[src/plmcld_defines.svh]
/*
 * Register offsets, field positions, reset values, seed constants and
 * timing counts of the modulator configuration and lock detect logic.
 * Assumes a 250 MHz block clock.
 */
`ifndef PLMCLD_DEFINES_SVH
`define PLMCLD_DEFINES_SVH

`define PLMCLD_ADDR_INT        6'h03
`define PLMCLD_ADDR_FRAC       6'h04
`define PLMCLD_ADDR_MODCFG     6'h06
`define PLMCLD_ADDR_LOCKCFG    6'h07
`define PLMCLD_ADDR_STATUS     6'h12

`define PLMCLD_MODCFG_RESET    23'h200b4a
`define PLMCLD_LOCKCFG_RESET   14'h014d

`define PLMCLD_SEED_LSB        0
`define PLMCLD_BYPASS_BIT      7
`define PLMCLD_AUTOMATIC_SEED_LOAD_BIT    8
`define PLMCLD_CORE_EN_BIT     11
`define PLMCLD_WINCNT_LSB      0
`define PLMCLD_LD_EN_BIT       3
`define PLMCLD_WIN_SEL_BIT     6
`define PLMCLD_WIN_DUR_LSB     7
`define PLMCLD_TIMER_SPD_LSB   10
`define PLMCLD_STATUS_LOCK_BIT 1

`define PLMCLD_SEED_ZERO       24'h000000
`define PLMCLD_SEED_LSBONE     24'h000001
`define PLMCLD_SEED_A          24'hb29d08
`define PLMCLD_SEED_B          24'h50f1cd

`define PLMCLD_CLK_PERIOD_PS   4000
`define PLMCLD_ANA_WIN_NS      10
// Longest time: rounds down, counted in half clock periods
`define PLMCLD_ANA_WIN_HALF    ((2 * `PLMCLD_ANA_WIN_NS * 1000) / `PLMCLD_CLK_PERIOD_PS)
`define PLMCLD_ELAPSED_MAX     10'h3ff

`endif

[src/plmcld_pkg.sv]
/*
 * Types and shared decode functions of the modulator configuration and
 * lock detect logic. Assumes plmcld_defines.svh is on the include path.
 */
`include "plmcld_defines.svh"

package plmcld_pkg;

	typedef enum logic [2:0] {
		LD_IDLE     = 3'b001,
		LD_WAIT_VCO = 3'b010,
		LD_WAIT_REF = 3'b100
	} plmcld_ld_state_t;

	function automatic logic [23:0] plmcld_seed(input logic [1:0] code);
		unique case (code)
			2'h0: plmcld_seed = `PLMCLD_SEED_ZERO;
			2'h1: plmcld_seed = `PLMCLD_SEED_LSBONE;
			2'h2: plmcld_seed = `PLMCLD_SEED_A;
			2'h3: plmcld_seed = `PLMCLD_SEED_B;
		endcase
	endfunction

	function automatic logic [15:0] plmcld_thresh(input logic [2:0] code);
		unique case (code)
			3'h0: plmcld_thresh = 16'h0005;
			3'h1: plmcld_thresh = 16'h0020;
			3'h2: plmcld_thresh = 16'h0060;
			3'h3: plmcld_thresh = 16'h0100;
			3'h4: plmcld_thresh = 16'h0200;
			3'h5: plmcld_thresh = 16'h0800;
			3'h6: plmcld_thresh = 16'h2000;
			3'h7: plmcld_thresh = 16'hffff;
		endcase
	endfunction

	// Window length in half clock periods
	function automatic logic [10:0] plmcld_win_half(input logic       dig,
	                                                input logic [2:0] dur,
	                                                input logic [1:0] spd);
		if (dig) begin
			plmcld_win_half = (11'h001 << dur) << spd;
		end else begin
			plmcld_win_half = 11'(`PLMCLD_ANA_WIN_HALF);
		end
	endfunction

endpackage

[src/plmcld_lock_det.sv]
/*
 * Lock detector: times the gap between reference and divided VCO
 * arrivals, tests it against the window and counts consecutive hits.
 * Assumes arrival pulses are one cycle wide and synchronous to clk.
 */
`timescale 1ns/1ps
`include "plmcld_defines.svh"

module plmcld_lock_det
	import plmcld_pkg::*;
(
	input  wire logic       clk,
	input  wire logic       rstn,
	input  wire logic       enable,
	input  wire logic       win_digital,
	input  wire logic [2:0] win_dur,
	input  wire logic [1:0] timer_spd,
	input  wire logic [2:0] wincnt_code,
	input  wire logic       ref_arrive,
	input  wire logic       vco_arrive,
	output logic            locked
);

	plmcld_ld_state_t state_q, state_d;
	logic [9:0]       elapsed_q, elapsed_d;
	logic [15:0]      run_q, run_d;
	logic             locked_q, locked_d;
	logic             meas;
	logic [9:0]       gap;
	logic             in_win;
	logic [16:0]      run_inc;

	assign run_inc = {1'b0, run_q} + 17'h00001;
	// Gap in half periods against window in half periods
	assign in_win = {gap, 1'b0} < plmcld_win_half(win_digital, win_dur,
	                                               timer_spd);

	always_comb begin
		state_d   = state_q;
		elapsed_d = elapsed_q;
		meas      = 1'b0;
		gap       = elapsed_q;
		unique case (state_q)
			LD_IDLE: begin
				// Either edge may lead; only the gap counts
				if (ref_arrive && vco_arrive) begin
					meas = 1'b1;
					gap  = 10'h000;
				end else if (ref_arrive) begin
					state_d   = LD_WAIT_VCO;
					elapsed_d = 10'h001;
				end else if (vco_arrive) begin
					state_d   = LD_WAIT_REF;
					elapsed_d = 10'h001;
				end
			end
			LD_WAIT_VCO, LD_WAIT_REF: begin
				if ((state_q == LD_WAIT_VCO && vco_arrive) ||
				    (state_q == LD_WAIT_REF && ref_arrive) ||
				    elapsed_q == `PLMCLD_ELAPSED_MAX) begin
					meas    = 1'b1;
					state_d = LD_IDLE;
				end else begin
					elapsed_d = elapsed_q + 10'h001;
				end
			end
			default: begin
				state_d = LD_IDLE;
			end
		endcase
		run_d    = run_q;
		locked_d = locked_q;
		if (meas) begin
			if (in_win) begin
				if (run_q != 16'hffff) begin
					run_d = run_inc[15:0];
				end
				if (run_inc >= {1'b0, plmcld_thresh(wincnt_code)}) begin
					locked_d = 1'b1;
				end
			end else begin
				run_d    = 16'h0000;
				locked_d = 1'b0;
			end
		end
		if (!enable) begin
			state_d   = LD_IDLE;
			elapsed_d = 10'h000;
			run_d     = 16'h0000;
			locked_d  = 1'b0;
		end
	end

	always_ff @(posedge clk or negedge rstn) begin
		if (!rstn) begin
			state_q   <= LD_IDLE;
			elapsed_q <= 10'h000;
			run_q     <= 16'h0000;
			locked_q  <= 1'b0;
		end else begin
			state_q   <= state_d;
			elapsed_q <= elapsed_d;
			run_q     <= run_d;
			locked_q  <= locked_d;
		end
	end

	assign locked = locked_q;

	a_ld_disable: assert property (
		@(posedge clk) disable iff (!rstn)
		!enable |=> (!locked && run_q == 16'h0000))
		else $error("lock held while detector disabled");

	a_miss_clears: assert property (
		@(posedge clk) disable iff (!rstn)
		(enable && meas && !in_win) |=> (!locked && run_q == 16'h0000))
		else $error("out of window cycle did not clear lock");

	a_lock_count: assert property (
		@(posedge clk) disable iff (!rstn)
		$rose(locked) |->
		({1'b0, $past(run_q)} + 17'h00001 >=
		 {1'b0, plmcld_thresh($past(wincnt_code))}))
		else $error("lock declared before enough hits");

	a_hit_counts: assert property (
		@(posedge clk) disable iff (!rstn)
		(enable && meas && in_win && run_q < 16'h0100) |=>
		(run_q == $past(run_q) + 16'h0001))
		else $error("in window hit not counted");

	c_ref_first: cover property (@(posedge clk) disable iff (!rstn)
		state_q == LD_WAIT_VCO && vco_arrive);
	c_vco_first: cover property (@(posedge clk) disable iff (!rstn)
		state_q == LD_WAIT_REF && ref_arrive);
	c_locked: cover property (@(posedge clk) disable iff (!rstn)
		$rose(locked));

endmodule // plmcld_lock_det

[src/plmcld_top.sv]
/*
 * Modulator configuration register, seed staging, divider path select,
 * calibration start decode and lock detect register with status read.
 * Assumes a serial port front end that delivers decoded one-cycle
 * register write and read strobes synchronous to clk.
 */
// Overview of operation
// - The seed field picks zero, one, or one of two fixed 24-bit seeds.
// - Seed writes are only stored and reach the modulator on a frequency change with automatic seed load set.
// - Bit 7 clear routes the modulator to the divider, set bypasses it.
// - In bypass the modulator output is ignored but it is clocked while its reset release is 1.
// - Bit 11 enables the fractional core.
// - Bit 11 decides whether an integer or a fractional write starts calibration.
// - The lock detect enable bit gates every lock detect function.
// - Only the magnitude of the reference to divided VCO gap counts, either may lead.
// - Lock is declared after the programmed run of consecutive in-window cycles.
// - Bit 6 picks the fixed analog window or the digital timer window.
// - Run count codes 0 to 7 map to 5, 32, 96, 256, 512, 2048, 8192, 65535.
// - The digital window runs from half a timer cycle to 64, doubling per code.
// - The lock flag reads as bit 1 of the status register.
`timescale 1ns/1ps
`include "plmcld_defines.svh"

module plmcld_top
	import plmcld_pkg::*;
(
	input  wire logic        clk,
	input  wire logic        rstn,
	input  wire logic        reg_wr_en,
	input  wire logic        reg_rd_en,
	input  wire logic [5:0]  reg_addr,
	input  wire logic [23:0] reg_wr_data,
	input  wire logic        ref_arrive,
	input  wire logic        vco_arrive,
	input  wire logic        mod_rst_release,
	input  wire logic [7:0]  mod_out,
	output logic      [23:0] reg_rd_data,
	output logic      [23:0] mod_seed_value,
	output logic             mod_seed_load,
	output logic             mod_clk_enable,
	output logic             modulator_core_enable,
	output logic             div_bypass,
	output logic      [7:0]  div_frac_word,
	output logic             auto_calibration_start,
	output logic             lock_indicator
);

	logic [22:0] modcfg_q, modcfg_d;
	logic [13:0] lockcfg_q, lockcfg_d;
	logic [23:0] rd_q, rd_d;
	logic [23:0] seed_q, seed_d;
	logic        seed_load_q, seed_load_d;
	logic        clk_en_q, clk_en_d;
	logic [7:0]  frac_q, frac_d;
	logic        cal_q, cal_d;
	logic        wr_int;
	logic        wr_frac;
	logic        freq_chg;
	logic        core_en;
	logic        bypass;
	logic        auto_seed;
	logic        locked;

	assign wr_int    = reg_wr_en && reg_addr == `PLMCLD_ADDR_INT;
	assign wr_frac   = reg_wr_en && reg_addr == `PLMCLD_ADDR_FRAC;
	assign core_en   = modcfg_q[`PLMCLD_CORE_EN_BIT];
	assign bypass    = modcfg_q[`PLMCLD_BYPASS_BIT];
	assign auto_seed = modcfg_q[`PLMCLD_AUTOMATIC_SEED_LOAD_BIT];
	// Frequency change executes on the write that starts calibration
	assign freq_chg  = core_en ? wr_frac : wr_int;

	// Register file
	always_comb begin
		modcfg_d  = modcfg_q;
		lockcfg_d = lockcfg_q;
		rd_d      = rd_q;
		if (reg_wr_en && reg_addr == `PLMCLD_ADDR_MODCFG) begin
			modcfg_d = reg_wr_data[22:0];
		end
		if (reg_wr_en && reg_addr == `PLMCLD_ADDR_LOCKCFG) begin
			lockcfg_d = reg_wr_data[13:0];
		end
		if (reg_rd_en) begin
			unique case (reg_addr)
				`PLMCLD_ADDR_MODCFG: rd_d = {1'b0, modcfg_q};
				`PLMCLD_ADDR_LOCKCFG: rd_d = {10'h000, lockcfg_q};
				`PLMCLD_ADDR_STATUS: begin
					rd_d = 24'h000000;
					rd_d[`PLMCLD_STATUS_LOCK_BIT] = locked;
				end
				default: rd_d = 24'h000000;
			endcase
		end
	end

	always_ff @(posedge clk or negedge rstn) begin
		if (!rstn) begin
			modcfg_q  <= `PLMCLD_MODCFG_RESET;
			lockcfg_q <= `PLMCLD_LOCKCFG_RESET;
			rd_q      <= 24'h000000;
		end else begin
			modcfg_q  <= modcfg_d;
			lockcfg_q <= lockcfg_d;
			rd_q      <= rd_d;
		end
	end

	// Modulator side
	always_comb begin
		seed_d      = seed_q;
		seed_load_d = 1'b0;
		if (freq_chg && auto_seed) begin
			seed_d      = plmcld_seed(modcfg_q[1:0]);
			seed_load_d = 1'b1;
		end
		// Kept running in bypass so isolation can be tested
		clk_en_d = mod_rst_release;
		frac_d   = bypass ? 8'h00 : mod_out;
		cal_d    = freq_chg;
	end

	always_ff @(posedge clk or negedge rstn) begin
		if (!rstn) begin
			seed_q      <= 24'h000000;
			seed_load_q <= 1'b0;
			clk_en_q    <= 1'b0;
			frac_q      <= 8'h00;
			cal_q       <= 1'b0;
		end else begin
			seed_q      <= seed_d;
			seed_load_q <= seed_load_d;
			clk_en_q    <= clk_en_d;
			frac_q      <= frac_d;
			cal_q       <= cal_d;
		end
	end

	plmcld_lock_det u_lock_det (
		.clk         (clk),
		.rstn        (rstn),
		.enable      (lockcfg_q[`PLMCLD_LD_EN_BIT]),
		.win_digital (lockcfg_q[`PLMCLD_WIN_SEL_BIT]),
		.win_dur     (lockcfg_q[`PLMCLD_WIN_DUR_LSB +: 3]),
		.timer_spd   (lockcfg_q[`PLMCLD_TIMER_SPD_LSB +: 2]),
		.wincnt_code (lockcfg_q[`PLMCLD_WINCNT_LSB +: 3]),
		.ref_arrive  (ref_arrive),
		.vco_arrive  (vco_arrive),
		.locked      (locked)
	);

	assign reg_rd_data            = rd_q;
	assign mod_seed_value         = seed_q;
	assign mod_seed_load          = seed_load_q;
	assign mod_clk_enable         = clk_en_q;
	assign modulator_core_enable  = core_en;
	assign div_bypass             = bypass;
	assign div_frac_word          = frac_q;
	assign auto_calibration_start = cal_q;
	assign lock_indicator         = locked;

	a_seed_select: assert property (
		@(posedge clk) disable iff (!rstn)
		mod_seed_load |->
		mod_seed_value == plmcld_seed($past(modcfg_q[1:0])))
		else $error("loaded seed does not match seed code");

	a_seed_deferred: assert property (
		@(posedge clk) disable iff (!rstn)
		!(freq_chg && auto_seed) |=> (!mod_seed_load && $stable(seed_q)))
		else $error("seed reached modulator without frequency change");

	a_seed_loads: assert property (
		@(posedge clk) disable iff (!rstn)
		(freq_chg && auto_seed) |=> mod_seed_load)
		else $error("seed not loaded on frequency change");

	a_path_select: assert property (
		@(posedge clk) disable iff (!rstn)
		(rstn && !bypass) |=> div_frac_word == $past(mod_out))
		else $error("modulator not routed to divider");

	a_bypass_ignore: assert property (
		@(posedge clk) disable iff (!rstn)
		(bypass && mod_rst_release) |=> (div_frac_word == 8'h00 &&
		                                 mod_clk_enable))
		else $error("bypass did not ignore or stopped clocking");

	a_cal_source: assert property (
		@(posedge clk) disable iff (!rstn)
		auto_calibration_start |->
		$past(core_en ? wr_frac : wr_int))
		else $error("calibration started by wrong write");

	a_cal_int: assert property (
		@(posedge clk) disable iff (!rstn)
		(wr_int && !core_en) |=> auto_calibration_start)
		else $error("integer write missed calibration start");

	a_lock_status: assert property (
		@(posedge clk) disable iff (!rstn)
		(reg_rd_en && reg_addr == `PLMCLD_ADDR_STATUS) |=>
		reg_rd_data[`PLMCLD_STATUS_LOCK_BIT] == $past(locked))
		else $error("status read does not show lock flag");

	a_cal_frac: assert property (
		@(posedge clk) disable iff (!rstn)
		(wr_frac && core_en) |=> auto_calibration_start)
		else $error("fractional write missed calibration start");

	a_cal_int_skip: assert property (
		@(posedge clk) disable iff (!rstn)
		(wr_int && core_en) |=> !auto_calibration_start)
		else $error("integer write started calibration in frac mode");

	a_clk_release: assert property (
		@(posedge clk) disable iff (!rstn)
		mod_rst_release |=> mod_clk_enable)
		else $error("modulator not clocked while released");

	c_seed_load: cover property (@(posedge clk) disable iff (!rstn)
		mod_seed_load);
	c_frac_cal: cover property (@(posedge clk) disable iff (!rstn)
		core_en && wr_frac ##1 auto_calibration_start);

endmodule // plmcld_top

[config.mk]
export PLATFORM = sky130hd
export DESIGN_NAME = plmcld_top
export DESIGN_NICKNAME = d
export VERILOG_FILES = /design/src/plmcld_pkg.sv /design/src/plmcld_lock_det.sv /design/src/plmcld_top.sv
export VERILOG_INCLUDE_DIRS = /design/src
export SDC_FILE = /design/constraint.sdc
export NUM_CORES = 1
export LEC_CHECK = 0
export ABC_CLOCK_PERIOD_IN_PS = 6840
export BUFFER_PORTS_ARGS = -buffer_cell sky130_fd_sc_hd__buf_2
export CORE_ASPECT_RATIO = 1.1
export CORE_MARGIN = 2
export CORE_UTILIZATION = 63
export CTS_BUF_LIST = sky130_fd_sc_hd__clkbuf_8
export DETAILED_ROUTE_END_ITERATION = 8
export PLACE_DENSITY = 0.9
export SLEW_MARGIN = 20
export SYNTH_ARGS = -nofsm -noshare
export SYNTH_HDL_FRONTEND = slang
export SYNTH_SLANG_ARGS = --single-unit
[constraint.sdc]
create_clock -name clk -period 6.84 [get_ports clk]
set_input_delay 0.684 -clock clk [delete_from_list [all_inputs] [get_ports clk]]
set_output_delay 0.684 -clock clk [all_outputs]
set_load 0.03 [all_outputs]
* Word-level counts from Yosys, hierarchy flattened
Memories as Yosys holds them, arrays and structs flattened.
Index checks and enable logic that the tools add are counted.
** Storage, ports and cells
- Output and inout port bits :: 62
- Logic and storage cells :: 89
- Memories kept :: 1
- Memory bits (read-only) :: 128
- Register bits :: 126
** Operators by class
- $lt $le $gt $ge :: 2
- Reduce and logical (&&, ||, !) cells :: 16
- Add/subtract/negate cells :: 2
- Muxes and demuxes :: 33
- Shifts and indexed selects :: 2
- Equality and inequality tests :: 21
** Memories
- (name not given) :: words 8, width 16, rd ports 1, clocked after Yosys merged registers in 0, wr ports 0, line plmcld_pkg.sv:25 : unique case (code)
** Operators with widths (number)
- 16-bit two-way mux :: 6
- 24-bit case mux with 4 select lines :: 1
- 10-bit two-way mux :: 7
- 23-bit case mux with 3 select lines :: 1
- 10-bit case mux with 2 select lines :: 1
- 6-bit by 3-bit equality test with 1-bit output (second input constant) :: 3
- 16-bit by 1-bit adder with 17-bit output (second input constant) :: 1
- 17-bit by 16-bit greater-or-equal comparator with 1-bit output :: 1
- 16-bit != test (second input constant) :: 1
- 3-bit two-way mux :: 5
- 3-bit != test (second input constant) :: 4
- 11-bit less-than comparator :: 1
- 11-bit two-way mux :: 1
- 1-bit by 3-bit left shift with 11-bit output (first input constant) :: 1
- 11-bit by 2-bit left shift with 11-bit output :: 1
- 10-bit by 1-bit adder with 10-bit output (second input constant) :: 1
- 10-bit equality test (second input constant) :: 1
- 1-bit logical AND :: 8
- 1-bit two-way mux :: 8
- 8-bit two-way mux :: 1
- 6-bit by 2-bit equality test with 1-bit output (second input constant) :: 1
- 6-bit by 5-bit equality test with 1-bit output (second input constant) :: 1
- 3-bit case mux with 2 select lines :: 1
- 2-bit equality test (second input constant) :: 2
- other kinds (15) :: 17

* Logic depth before layout (Yosys ltp)
Gate-level depths: netlist of run 1.
- Word-level depth :: 12
- Mapped depth :: 12

* By module
A second synthesis of run 1 with hierarchy kept.
** Unflattened totals
- Cell total of the unflattened synthesis :: 588
- Area total of the unflattened synthesis :: 6252.2 µm²
** By module, submodules not included
- plmcld_top :: instances 1, sequential area each 1891.8 µm², cells each 246, area each 3294.4 µm²
- plmcld_lock_det :: instances 1, sequential area each 752.0 µm², cells each 342, area each 2957.8 µm²

* Least setup slack after synthesis of run 1
No wires, ideal clock.
- Kind :: reg2reg
- Start point :: register u_lock_det.state_q[0]
- End point :: register u_lock_det.run_q[8]
- Path slack :: 3.902 ns
- Setup time :: 0.077 ns
- Arrival time :: 2.861 ns
- Period minus slack after synthesis :: 2.938 ns
- Stages on the path, launching flop included :: 12
- Path buffers :: 2
- Cells stage by stage :: dfstp_2 -> nor3b_1 -> and3_1 -> clkbuf_1 -> nor2b_1 -> ha_1 -> and3_1 -> a221o_1 -> o2bb2ai_2 -> o21ba_4 -> buf_6 -> a21oi_1
** Between the ends
- Word-level cells in the longest chain between the ends :: 8
- Elaborated cells between the ends (all ways) :: 18
- Those cells by class :: order compare (1); eq/ne (5); mux (6); reduce/logical (6)
** RTL lines
- start, declared :: line plmcld_lock_det.sv:24 : plmcld_ld_state_t state_q, state_d;
- start signal, assigned :: line plmcld_lock_det.sv:101 : state_q <= state_d;
- parallel branches: the longest is 8 deep, another holds 11-bit less-than comparator
- end signal, assigned :: line plmcld_lock_det.sv:103 : run_q <= run_d;
- end, declared :: line plmcld_lock_det.sv:26 : logic [15:0] run_q, run_d;
Several ways; the timed one is not identified. The select of a mux whose other input is x is not followed.
A chain may end at the register's enable or synchronous reset.

* Final worst setup path of run 1
- Start point :: register u_lock_det.state_q[0]
- End point :: register u_lock_det.locked_q, in the netlist u_lock_det.locked
** Between the ends
- Word-level cells in the longest chain between the ends :: 8
- Elaborated cells between the ends (all ways) :: 18
- Those cells by class :: order compare (1); eq/ne (5); mux (6); reduce/logical (6)
** RTL lines
- parallel branches: the longest is 8 deep, another holds 11-bit less-than comparator
- end signal, assigned :: line plmcld_lock_det.sv:104 : locked_q <= locked_d;
- end, declared :: line plmcld_lock_det.sv:27 : logic locked_q, locked_d;
Several ways; the timed one is not identified. The select of a mux whose other input is x is not followed.

==> summary.txt, run 1 <==
STA
  • Aggregate negative setup slack: 0 ns
  • Final Hold Vio Count: 0
  • Transition time of the tightest slew-check pin: slightly above 0.8 ns
  • Worst clock skew on the final layout: about 0.017 ns
  • Achievable Freq: 312 MHz
  • Total count of max-transition violations in the final report: 0
  • Endpoints failing setup: 0
  • RSZ-0062 raised after global routing: no
  • Period minus WS final: between 3 and 4 ns
  • Slew headroom: 0.452
  • Hold_ws: between 0.1 and 0.15 ns
  • Portion of the clock cycle consumed by the worst path in the final layout: 0.468

Synthesis
  • Proportion of register bits with asynchronous set or reset after synthesis: 1.00
  • Basic-gate share of the synthesized area counting and, or, nand and nor cells: 0.174
  • Post-Synth XOR/XNOR Area: 0.0270
  • Post-synth design cell area: around 6100 um^2
  • Share of cell area taken by muxes after synthesis: 0.104
  • Cell count after synthesis: 600
  • Post-synthesis sequential element count: around 110
  • EDFF count, synth: 0
  • Number of distinct standard cells referenced by the synthesized netlist: 66
  • Largest family of logic cells by synthesized area: simple AND/OR/NAND/NOR gates
  • Post-synthesis average cell area: 10.2 um^2
  • Post-Synth Adder-Cell Area: 0.0634
  • Dominant register cell in the synthesized netlist: dfrtp_1
  • Post-synthesis compound-gate area fraction: 0.128
  • Post-synthesis sequential area ratio: 0.432
  • Synthesis Warnings: 0

Layout
  • Post-layout instance count excluding filler cells: around 800
  • Number of nets in the final layout: 750
  • Filler Cell Count: a little over 600
  • Antenna fix cells: 0
  • Highest-count cells in the layout ignoring fill and taps: buf_2 (96), dfrtp_1 (92), nand2_1 (58)
  • Relative area change from synthesis to final layout: 9.77%
  • Proportion of layout cells with a drive suffix above 1: 0.290
  • Leading cell type in the layout, fill and taps excluded: buf_2

Global route
  • GRT overflow: 0
  • Maximum number of pins on one net before global-route repair: 94
  • Number of antenna violations at the first check in global routing: 0
  • Number of global-route vias before repair: just under 5000
  • Wire length of the first global-routing pass: around 23000 um
  • Total Routing Usage GR: 0.268

Floorplanning
  • Total core area: about 9400 um^2
  • Count of pins on the block boundary: roughly 110
  • Die area: 10500 um^2
  • Die W: 98.0 um
  • Initial core utilization: 0.651
  • Number of core rows: 37
  • DIE HEIGHT: 107 um

Power and ir drop
  • Fraction of power spent switching nets: 0.322
  • Switching pwr: 438 uW
  • Worst ir drop on vdd: 0.000137 V
  • Power per cell area: 202 nW/um^2
  • Total power: 1360 uW
  • Share of power burned in combinational logic: 0.198
  • Leak pwr: 0.00320 uW
  • Sequential cell fraction of total power: 0.527
  • Clock share of power: 0.275
  • Int Pwr: about 920 uW

Clock network
  • Post-cts repair resize count: 0
  • Number of clock buffers inserted by TritonCTS: 9
  • Clock input transition at the sequential cells of the worst setup and hold paths: 0.11 ns
  • Source-to-sink clock delay at the later pin of the worst-skew pair: 0.38 ns
  • Clock buffer depth: 2
  • Post-CTS repair timing setup buffer count: 0
  • CTS tree: done
  • Clock sinks: about 110
  • Hold_buf cts: 0
  • Number of H-tree levels: 3
  • Root Buffer: clkbuf_8

Worst setup path
  • Most prevalent standard cell on the critical path: and3_1
  • Depth of the most critical reg-to-reg path: 9
  • Nature of the critical path startpoint: flip-flop
  • Worst endpoint required time: approximately 7 ns
  • Destination of the worst register-to-register timing path: u_lock_det.locked
  • Type of the setup path with the least slack: flip-flop to flip-flop
  • Reg2reg start: u_lock_det.state_q[0]
  • Critical Path, Cell by Cell: nor3b_1 -> and3_1 -> nor2b_1 -> ha_1 -> and3_1 -> a221o_1 -> o2bb2ai_2 -> o21ba_4 -> a221oi_2
  • Arrival time at the worst endpoint: about 3.5 ns
  • CP endpoint kind: flip-flop
  • Cell with the biggest individual delay on the critical path: dfstp_2
  • Delay of the slowest cell on the worst path: a little under 0.6 ns
  • Critical-path maximum fanout: 12
  • Worst setup slack for register-to-register paths: roughly 3.6 ns

Drt
  • Initial DRT Pass Iterations: 5
  • Final ANT Viol Nets: 0
  • Vias per cell: ~6.2
  • Detailed-route wire length per cell: between 15 and 20 um
  • Number of violations reported at the end of detailed-routing iteration 0: approximately 350
  • Total vias in the final route: 4927
  • Final wirelength: approximately 14000 um
  • Total DRC errors in the routed layout: 0

Status
  • Result of the run: finished, final reports clean

Place
  • Placer congestion estimate: 0.929
  • Dpl cells: slightly below 800
  • Count of buffers from port buffering: between 90 and 100
  • Dpl hpwl: 9970 um

Run
  • Max_cap viols: 0

Min path
  • Class of the most critical hold timing path: primary input to async pin
[cell type report]
cell class | count | area [um^2] | share of cell area
Clock buffer | 9 | 124 | 0.0184
Clock inverter | 7 | 61.3 | 0.00912
Inverter | 35 | 131 | 0.0195
Multi-Input combinational cell | 420 | 3070 | 0.457
Sequential cell | 105 | 2640 | 0.393
Tap cell | 117 | 146 | 0.0218
Timing Repair Buffer | 103 | 541 | 0.0804
[synth_stat cells (6+ instances only)]
| cell type | instances | area, um^2 |
|---|---|---|
| dfrtp_1 | 92 | 2300 |
| nand2_1 | 58 | 218 |
| mux2_2 | 51 | 574 |
| inv_1 | 35 | 131 |
| ha_1 | 31 | 388 |
| nor2b_1 | 29 | 181 |
| buf_4 | 27 | 203 |
| a21oi_1 | 26 | 130 |
| nor2_1 | 20 | 75.1 |
| o21ai_0 | 20 | 100 |
| nand3_1 | 15 | 75.1 |
| o22ai_1 | 14 | 87.6 |
| dfstp_2 | 13 | 342 |
| o31ai_1 | 12 | 90.1 |
| or4_1 | 11 | 82.6 |
| clkbuf_1 | 10 | 37.5 |
| xnor2_1 | 10 | 87.6 |
| nand4_1 | 9 | 56.3 |
| and4_1 | 7 | 61.3 |
| xor2_1 | 7 | 61.3 |
| mux2i_1 | 6 | 60.1 |
| or3_1 | 6 | 37.5 |
[sequential cells by signal, summed over array words and instances (netlist names)]
name,cells
u_lock_det.locked,1
u_lock_det.run_q,16
reg_rd_data,23
mod_seed_value,4
mod_seed_load,1
u_lock_det.state_q,3
modcfg_q,23
auto_calibration_start,1
div_frac_word,8
lockcfg_q,14
mod_clk_enable,1
u_lock_det.elapsed_q,10
[power groups by stage]
stage               combinational (uW)  sequential [uW]  clock (uW)
detailed placement                 264              727           0
global placement                   249              722           0
finish                             269              717         374
floorplan                          194              723           0
global route                       295              723         401
CTS                                267              715         380
[how the worst max path moves through the flow]
stage / from / end / slack (ns)
2_1_floorplan: u_lock_det.state_q[0] / u_lock_det.run_q[8] / 3.90
3_3_place_gp: u_lock_det.state_q[0] / u_lock_det.locked / 3.75
3_5_place_dp: u_lock_det.state_q[0] / u_lock_det.locked / 3.71
4_1_cts: u_lock_det.state_q[0] / u_lock_det.locked / 3.65
5_1_grt: u_lock_det.state_q[0] / u_lock_det.locked / 3.41
6_report: u_lock_det.state_q[0] / u_lock_det.locked / 3.64
[routing by layer]
metal,wire (um),vias up,global-route usage
li1,-,2265,-
met1,5480,2395,0.331
met2,7350,234,0.475
met3,759,33,0.0396
met4,346,0,0.105
met5,0,-,0
[critical path, delay by kind of cell (launching register included)]
family	cells	cell delay, ns
AO/OA/AOI/OAI	4	1.00
adder cells (fa/ha/maj)	1	0.33
flip-flops	1	0.59
AND/OR/NAND/NOR	4	1.20
[kinds of logic (layout without fill, tap and decap cells)]
kind of cell               count (synthesis)  count (layout)
muxes                                     57              57
buffers and inverters                     82             154
other                                      1               8
xor gates and xnor gates                  18              18
AOI/OAI and AO/OA                        115             115
DFF                                      105             105
adders and majority gates                 31              31
and+or+nand+nor                          191             191
[stage by stage]
stage,cell area (um^2),worst slack (ns),utilization
2_1_floorplan,6150,3.90,-
3_3_place_gp,6520,3.75,0.694
3_5_place_dp,6530,3.71,0.695
4_1_cts,6720,3.65,0.715
5_1_grt,6720,3.41,0.715
6_report,6720,3.64,0.715
No activity file was read; power rests on OpenSTA's default activity.
==> run 2, diff against run 1 <==
--- a/config.mk
+++ b/config.mk
@@ -6,14 +6,15 @@
 export SDC_FILE = /design/constraint.sdc
 export NUM_CORES = 1
 export LEC_CHECK = 0
-export ABC_CLOCK_PERIOD_IN_PS = 6840
+export ABC_AREA = 1
+export ABC_CLOCK_PERIOD_IN_PS = 3180
 export BUFFER_PORTS_ARGS = -buffer_cell sky130_fd_sc_hd__buf_2
 export CORE_ASPECT_RATIO = 1.1
 export CORE_MARGIN = 2
-export CORE_UTILIZATION = 63
+export CORE_UTILIZATION = 59
 export CTS_BUF_LIST = sky130_fd_sc_hd__clkbuf_8
 export DETAILED_ROUTE_END_ITERATION = 8
-export PLACE_DENSITY = 0.9
+export PLACE_DENSITY = 0.85
 export SLEW_MARGIN = 20
 export SYNTH_ARGS = -nofsm -noshare
 export SYNTH_HDL_FRONTEND = slang
==> constraint.sdc (replaced) <==
create_clock -name clk -period 3.18 [get_ports clk]
set_input_delay 0.318 -clock clk [delete_from_list [all_inputs] [get_ports clk]]
set_output_delay 0.318 -clock clk [all_outputs]
set_load 0.03 [all_outputs]
==> summary.txt, run 2 <==
Worst setup path
  • Arrival time at the worst endpoint: 3.07 ns (-0.41 ns)
  • Cell with the biggest individual delay on the critical path: dfstp_2
  • CP endpoint kind: flip-flop
  • Delay of the slowest cell on the worst path: 0.60 ns (about the same)
  • Critical Path, Cell by Cell: inv_1 -> nor3_1 -> inv_1 -> nand2_1 -> o21ai_0 -> or2_2 -> ha_1 -> nand2_1 -> inv_1 -> nand3_1 -> nand4_1 -> nor2_4 -> nand2_2 -> inv_2 -> nand4_1 -> nand2_1
  • Worst endpoint required time: 3.51 ns (-3.61 ns)
  • Critical-path maximum fanout: 14 (+2)
  • Nature of the critical path startpoint: flip-flop
  • Type of the setup path with the least slack: flip-flop to flip-flop

Clock network
  • Root Buffer: clkbuf_8
  • Clock sinks: 105 (unchanged)
  • Post-cts repair resize count: 0 (unchanged)
  • Number of clock buffers inserted by TritonCTS: 9 (unchanged)
  • CTS tree: done
  • Source-to-sink clock delay at the later pin of the worst-skew pair: 0.39 ns (about the same)
  • Hold_buf cts: 0 (unchanged)
  • Clock input transition at the sequential cells of the worst setup and hold paths: 0.11 ns (about the same)
  • Clock buffer depth: 2 (unchanged)
  • Number of H-tree levels: 3 (unchanged)
  • Post-CTS repair timing setup buffer count: 0 (unchanged)

Floorplanning
  • Total core area: 10300 um^2 (+10%)
  • DIE HEIGHT: 112 um (+3.9%)
  • Initial core utilization: 0.601 (-0.0508)
  • Die area: 11400 um^2 (+8.0%)
  • Die W: 102 um (+3.9%)
  • Count of pins on the block boundary: 107 (unchanged)
  • Number of core rows: 39 (+5.4%)

Global route
  • Wire length of the first global-routing pass: 22900 um (-0.30%)
  • Maximum number of pins on one net before global-route repair: 80 (-15%)
  • Number of global-route vias before repair: 4947 (+1.5%)
  • Total Routing Usage GR: 0.251 (-0.0171)
  • Number of antenna violations at the first check in global routing: 0 (unchanged)
  • GRT overflow: 0 (unchanged)

Layout
  • Relative area change from synthesis to final layout: 10.2%
  • Proportion of layout cells with a drive suffix above 1: 0.193 (-0.0974)
  • Highest-count cells in the layout ignoring fill and taps: nand2_1 (233), inv_1 (104), buf_2 (96)
  • Post-layout instance count excluding filler cells: 1025 (+29%)
  • Core Util, Final: 0.662 (-0.0533)
  • Leading cell type in the layout, fill and taps excluded: nand2_1
  • Antenna fix cells: 0 (unchanged)
  • Number of nets in the final layout: 953 (+27%)

Synthesis
  • Post-synthesis average cell area: 7.74 um^2 (-24%)
  • Dominant register cell in the synthesized netlist: dfrtp_1
  • Most frequent cell after synthesis: nand2_1
  • Proportion of register bits with asynchronous set or reset after synthesis: 1.00 (unchanged)
  • Biggest area contributors in the synthesized netlist: dfrtp_1 (37%), nand2_1 (14%), inv_1 (6.3%), ha_1 (6.2%), o21ai_0 (5.6%)
  • EDFF count, synth: 0 (unchanged)
  • Top cell type's share of synthesized area: 0.371 (-0.00553)
  • Number of distinct standard cells referenced by the synthesized netlist: 43 (-35%)
  • Cell type with the largest total area after synthesis: dfrtp_1
  • Cell count after synthesis: 803 (+34%)
  • Post-synth design cell area: 6210 um^2 (+1.5%)
  • Post-synthesis sequential area ratio: 0.425 (-0.00635)
  • Post-synthesis sequential element count: 105 (unchanged)
  • Synthesis Warnings: 0 (unchanged)
  • Most instantiated cells after synthesis: nand2_1 (233), inv_1 (104), dfrtp_1 (92)

Run
  • Max_cap viols: 0 (unchanged)

STA
  • Aggregate negative setup slack: 0 ns (unchanged)
  • Endpoints failing setup: 0 (unchanged)
  • Period minus WS final: 2.74 ns (-0.459 ns)
  • Portion of the clock cycle consumed by the worst path in the final layout: 0.862 (+0.394)
  • Total count of max-transition violations in the final report: 0 (unchanged)
  • Post-route worst setup slack: 0.439 ns (-3.20 ns)
  • Slew headroom: 0.354 (-0.0978)
  • RSZ-0062 raised after global routing: no
  • Transition time of the tightest slew-check pin: 0.969 ns (+0.154 ns)
  • Final Hold Vio Count: 0 (unchanged)
  • Hold_ws: 0.0344 ns (-0.101 ns)
  • Worst clock skew on the final layout: 0.00957 ns (-0.00703 ns)
  • Achievable Freq: 365 MHz (+17%)

Drt
  • Wire length on met3: 764 um (+0.66%)
  • Final ANT Viol Nets: 0 (unchanged)
  • Met2 routed WL: 6340 um (-14%)
  • Initial DRT Pass Iterations: 6 (+1)
  • Final wirelength: 13300 um (-4.5%)
  • Total DRC errors in the routed layout: 0 (unchanged)
  • Vias per cell: 5.24 (-15%)
  • Top sig layer: met4
  • Detailed-route wire length per cell: 13.0 um (-26%)
  • Total vias in the final route: 5369 (+9.0%)
  • Number of violations reported at the end of detailed-routing iteration 0: 354 (+0.57%)
  • Detailed-routing wirelength on met1: 5990 um (+9.2%)

Place
  • Minimum setup slack after placement: 0.520 ns (-3.19 ns)
  • Dpl cells: 1009 (+29%)
  • Count of buffers from port buffering: 97 (unchanged)
  • Placer congestion estimate: 0.903 (-2.8%)
  • Dpl hpwl: 9650 um (-3.2%)

Status
  • Result of the run: finished, final reports clean

Power and ir drop
  • Power per cell area: 420 nW/um^2 (+110%)
  • Leak pwr: 0.00371 uW (+16%)
  • Clock share of power: 0.296 (+0.021)
  • Worst ir drop on vdd: 0.000359 V (+160%)
  • Share of power burned in combinational logic: 0.177 (-0.021)
  • Sequential cell fraction of total power: 0.527 (about the same)
  • Switching pwr: 955 uW (+120%)
  • Fraction of power spent switching nets: 0.332 (+0.00981)
  • Int Pwr: 1920 uW (+110%)

Min path
  • Class of the most critical hold timing path: primary input to flip-flop
[run 2: cell count changes after synthesis, moves of 29 or more]
cell / change
nor2b_1: -29
mux2_2: -43
nand2_1: +175
nor2_1: +35
inv_1: +69
o21ai_0: +49
[run 2: worst paths after layout]
check | from | endpoint | slack (ns) | depth (start not counted)
max reg2reg | lockcfg_q[8] | u_lock_det.run_q[2] | 0.44 | 16
min reg2reg | modcfg_q[21] | modcfg_q[21] | 0.48 | 2
min | mod_rst_release | mod_clk_enable | 0.03 | 1
max | lockcfg_q[8] | u_lock_det.run_q[2] | 0.44 | 16
max in group asynchronous | rstn | reg_rd_data[19] | 2.29 | 2
min in group asynchronous | rstn | div_frac_word[1] | 0.08 | 1
[run 2: stage by stage]
stage | cell area, um^2 | power (uW)
3_5_place_dp | 6640 | 2050
6_report | 6850 | 2880
3_3_place_gp | 6640 | 2030
4_1_cts | 6850 | 2890
5_1_grt | 6850 | 3030
2_1_floorplan | 6240 | 1900
[run 2: cells by family (layout without fill, tap and decap cells)]
logic type / Yosys count / in the layout / synth area share
buf+inv: 156 / 228 / 0.115
compound gates: 107 / 107 / 0.0914
other cells: 1 / 8 / 0.000604
mux: 8 / 8 / 0.0145
simple gates: 384 / 384 / 0.275
xor+xnor: 11 / 11 / 0.0155
flops: 105 / 105 / 0.425
fa+ha+maj: 31 / 31 / 0.0624
[run 2: power groups by stage]
stage	clock network (uW)	registers, uW	logic, uW
after CTS	864	1520	510
after global placement	0	1540	489
after detailed placement	0	1540	506
after global routing	920	1530	584
final	852	1520	508
after floorplan	0	1550	352
[run 2: layout make-up]
| class | count | area, um^2 |
|---|---|---|
| tap | 143 | 179 |
| timing repair buffer | 101 | 518 |
| inverter | 111 | 417 |
| fill | 875 | 3500 |
| multi-input combinational | 549 | 2880 |
| clock inverter | 7 | 85.1 |
| clock buffer | 9 | 124 |
| sequential | 105 | 2640 |
[run 2: critical path, delay by kind of cell (launching register included)]
| kind | cells | cell delay [ns] |
|---|---|---|
| AO/OA/AOI/OAI | 1 | 0.11 |
| adder cells (fa/ha/maj) | 1 | 0.28 |
| buffers and inverters | 4 | 0.45 |
| flip-flops | 1 | 0.60 |
| AND/OR/NAND/NOR | 10 | 1.24 |
[run 2: metal layers]
layer	track usage	up-vias
li1	-	2684
met1	0.351	2481
met2	0.396	183
met3	0.0446	21
met4	0.0862	0
met5	0	-
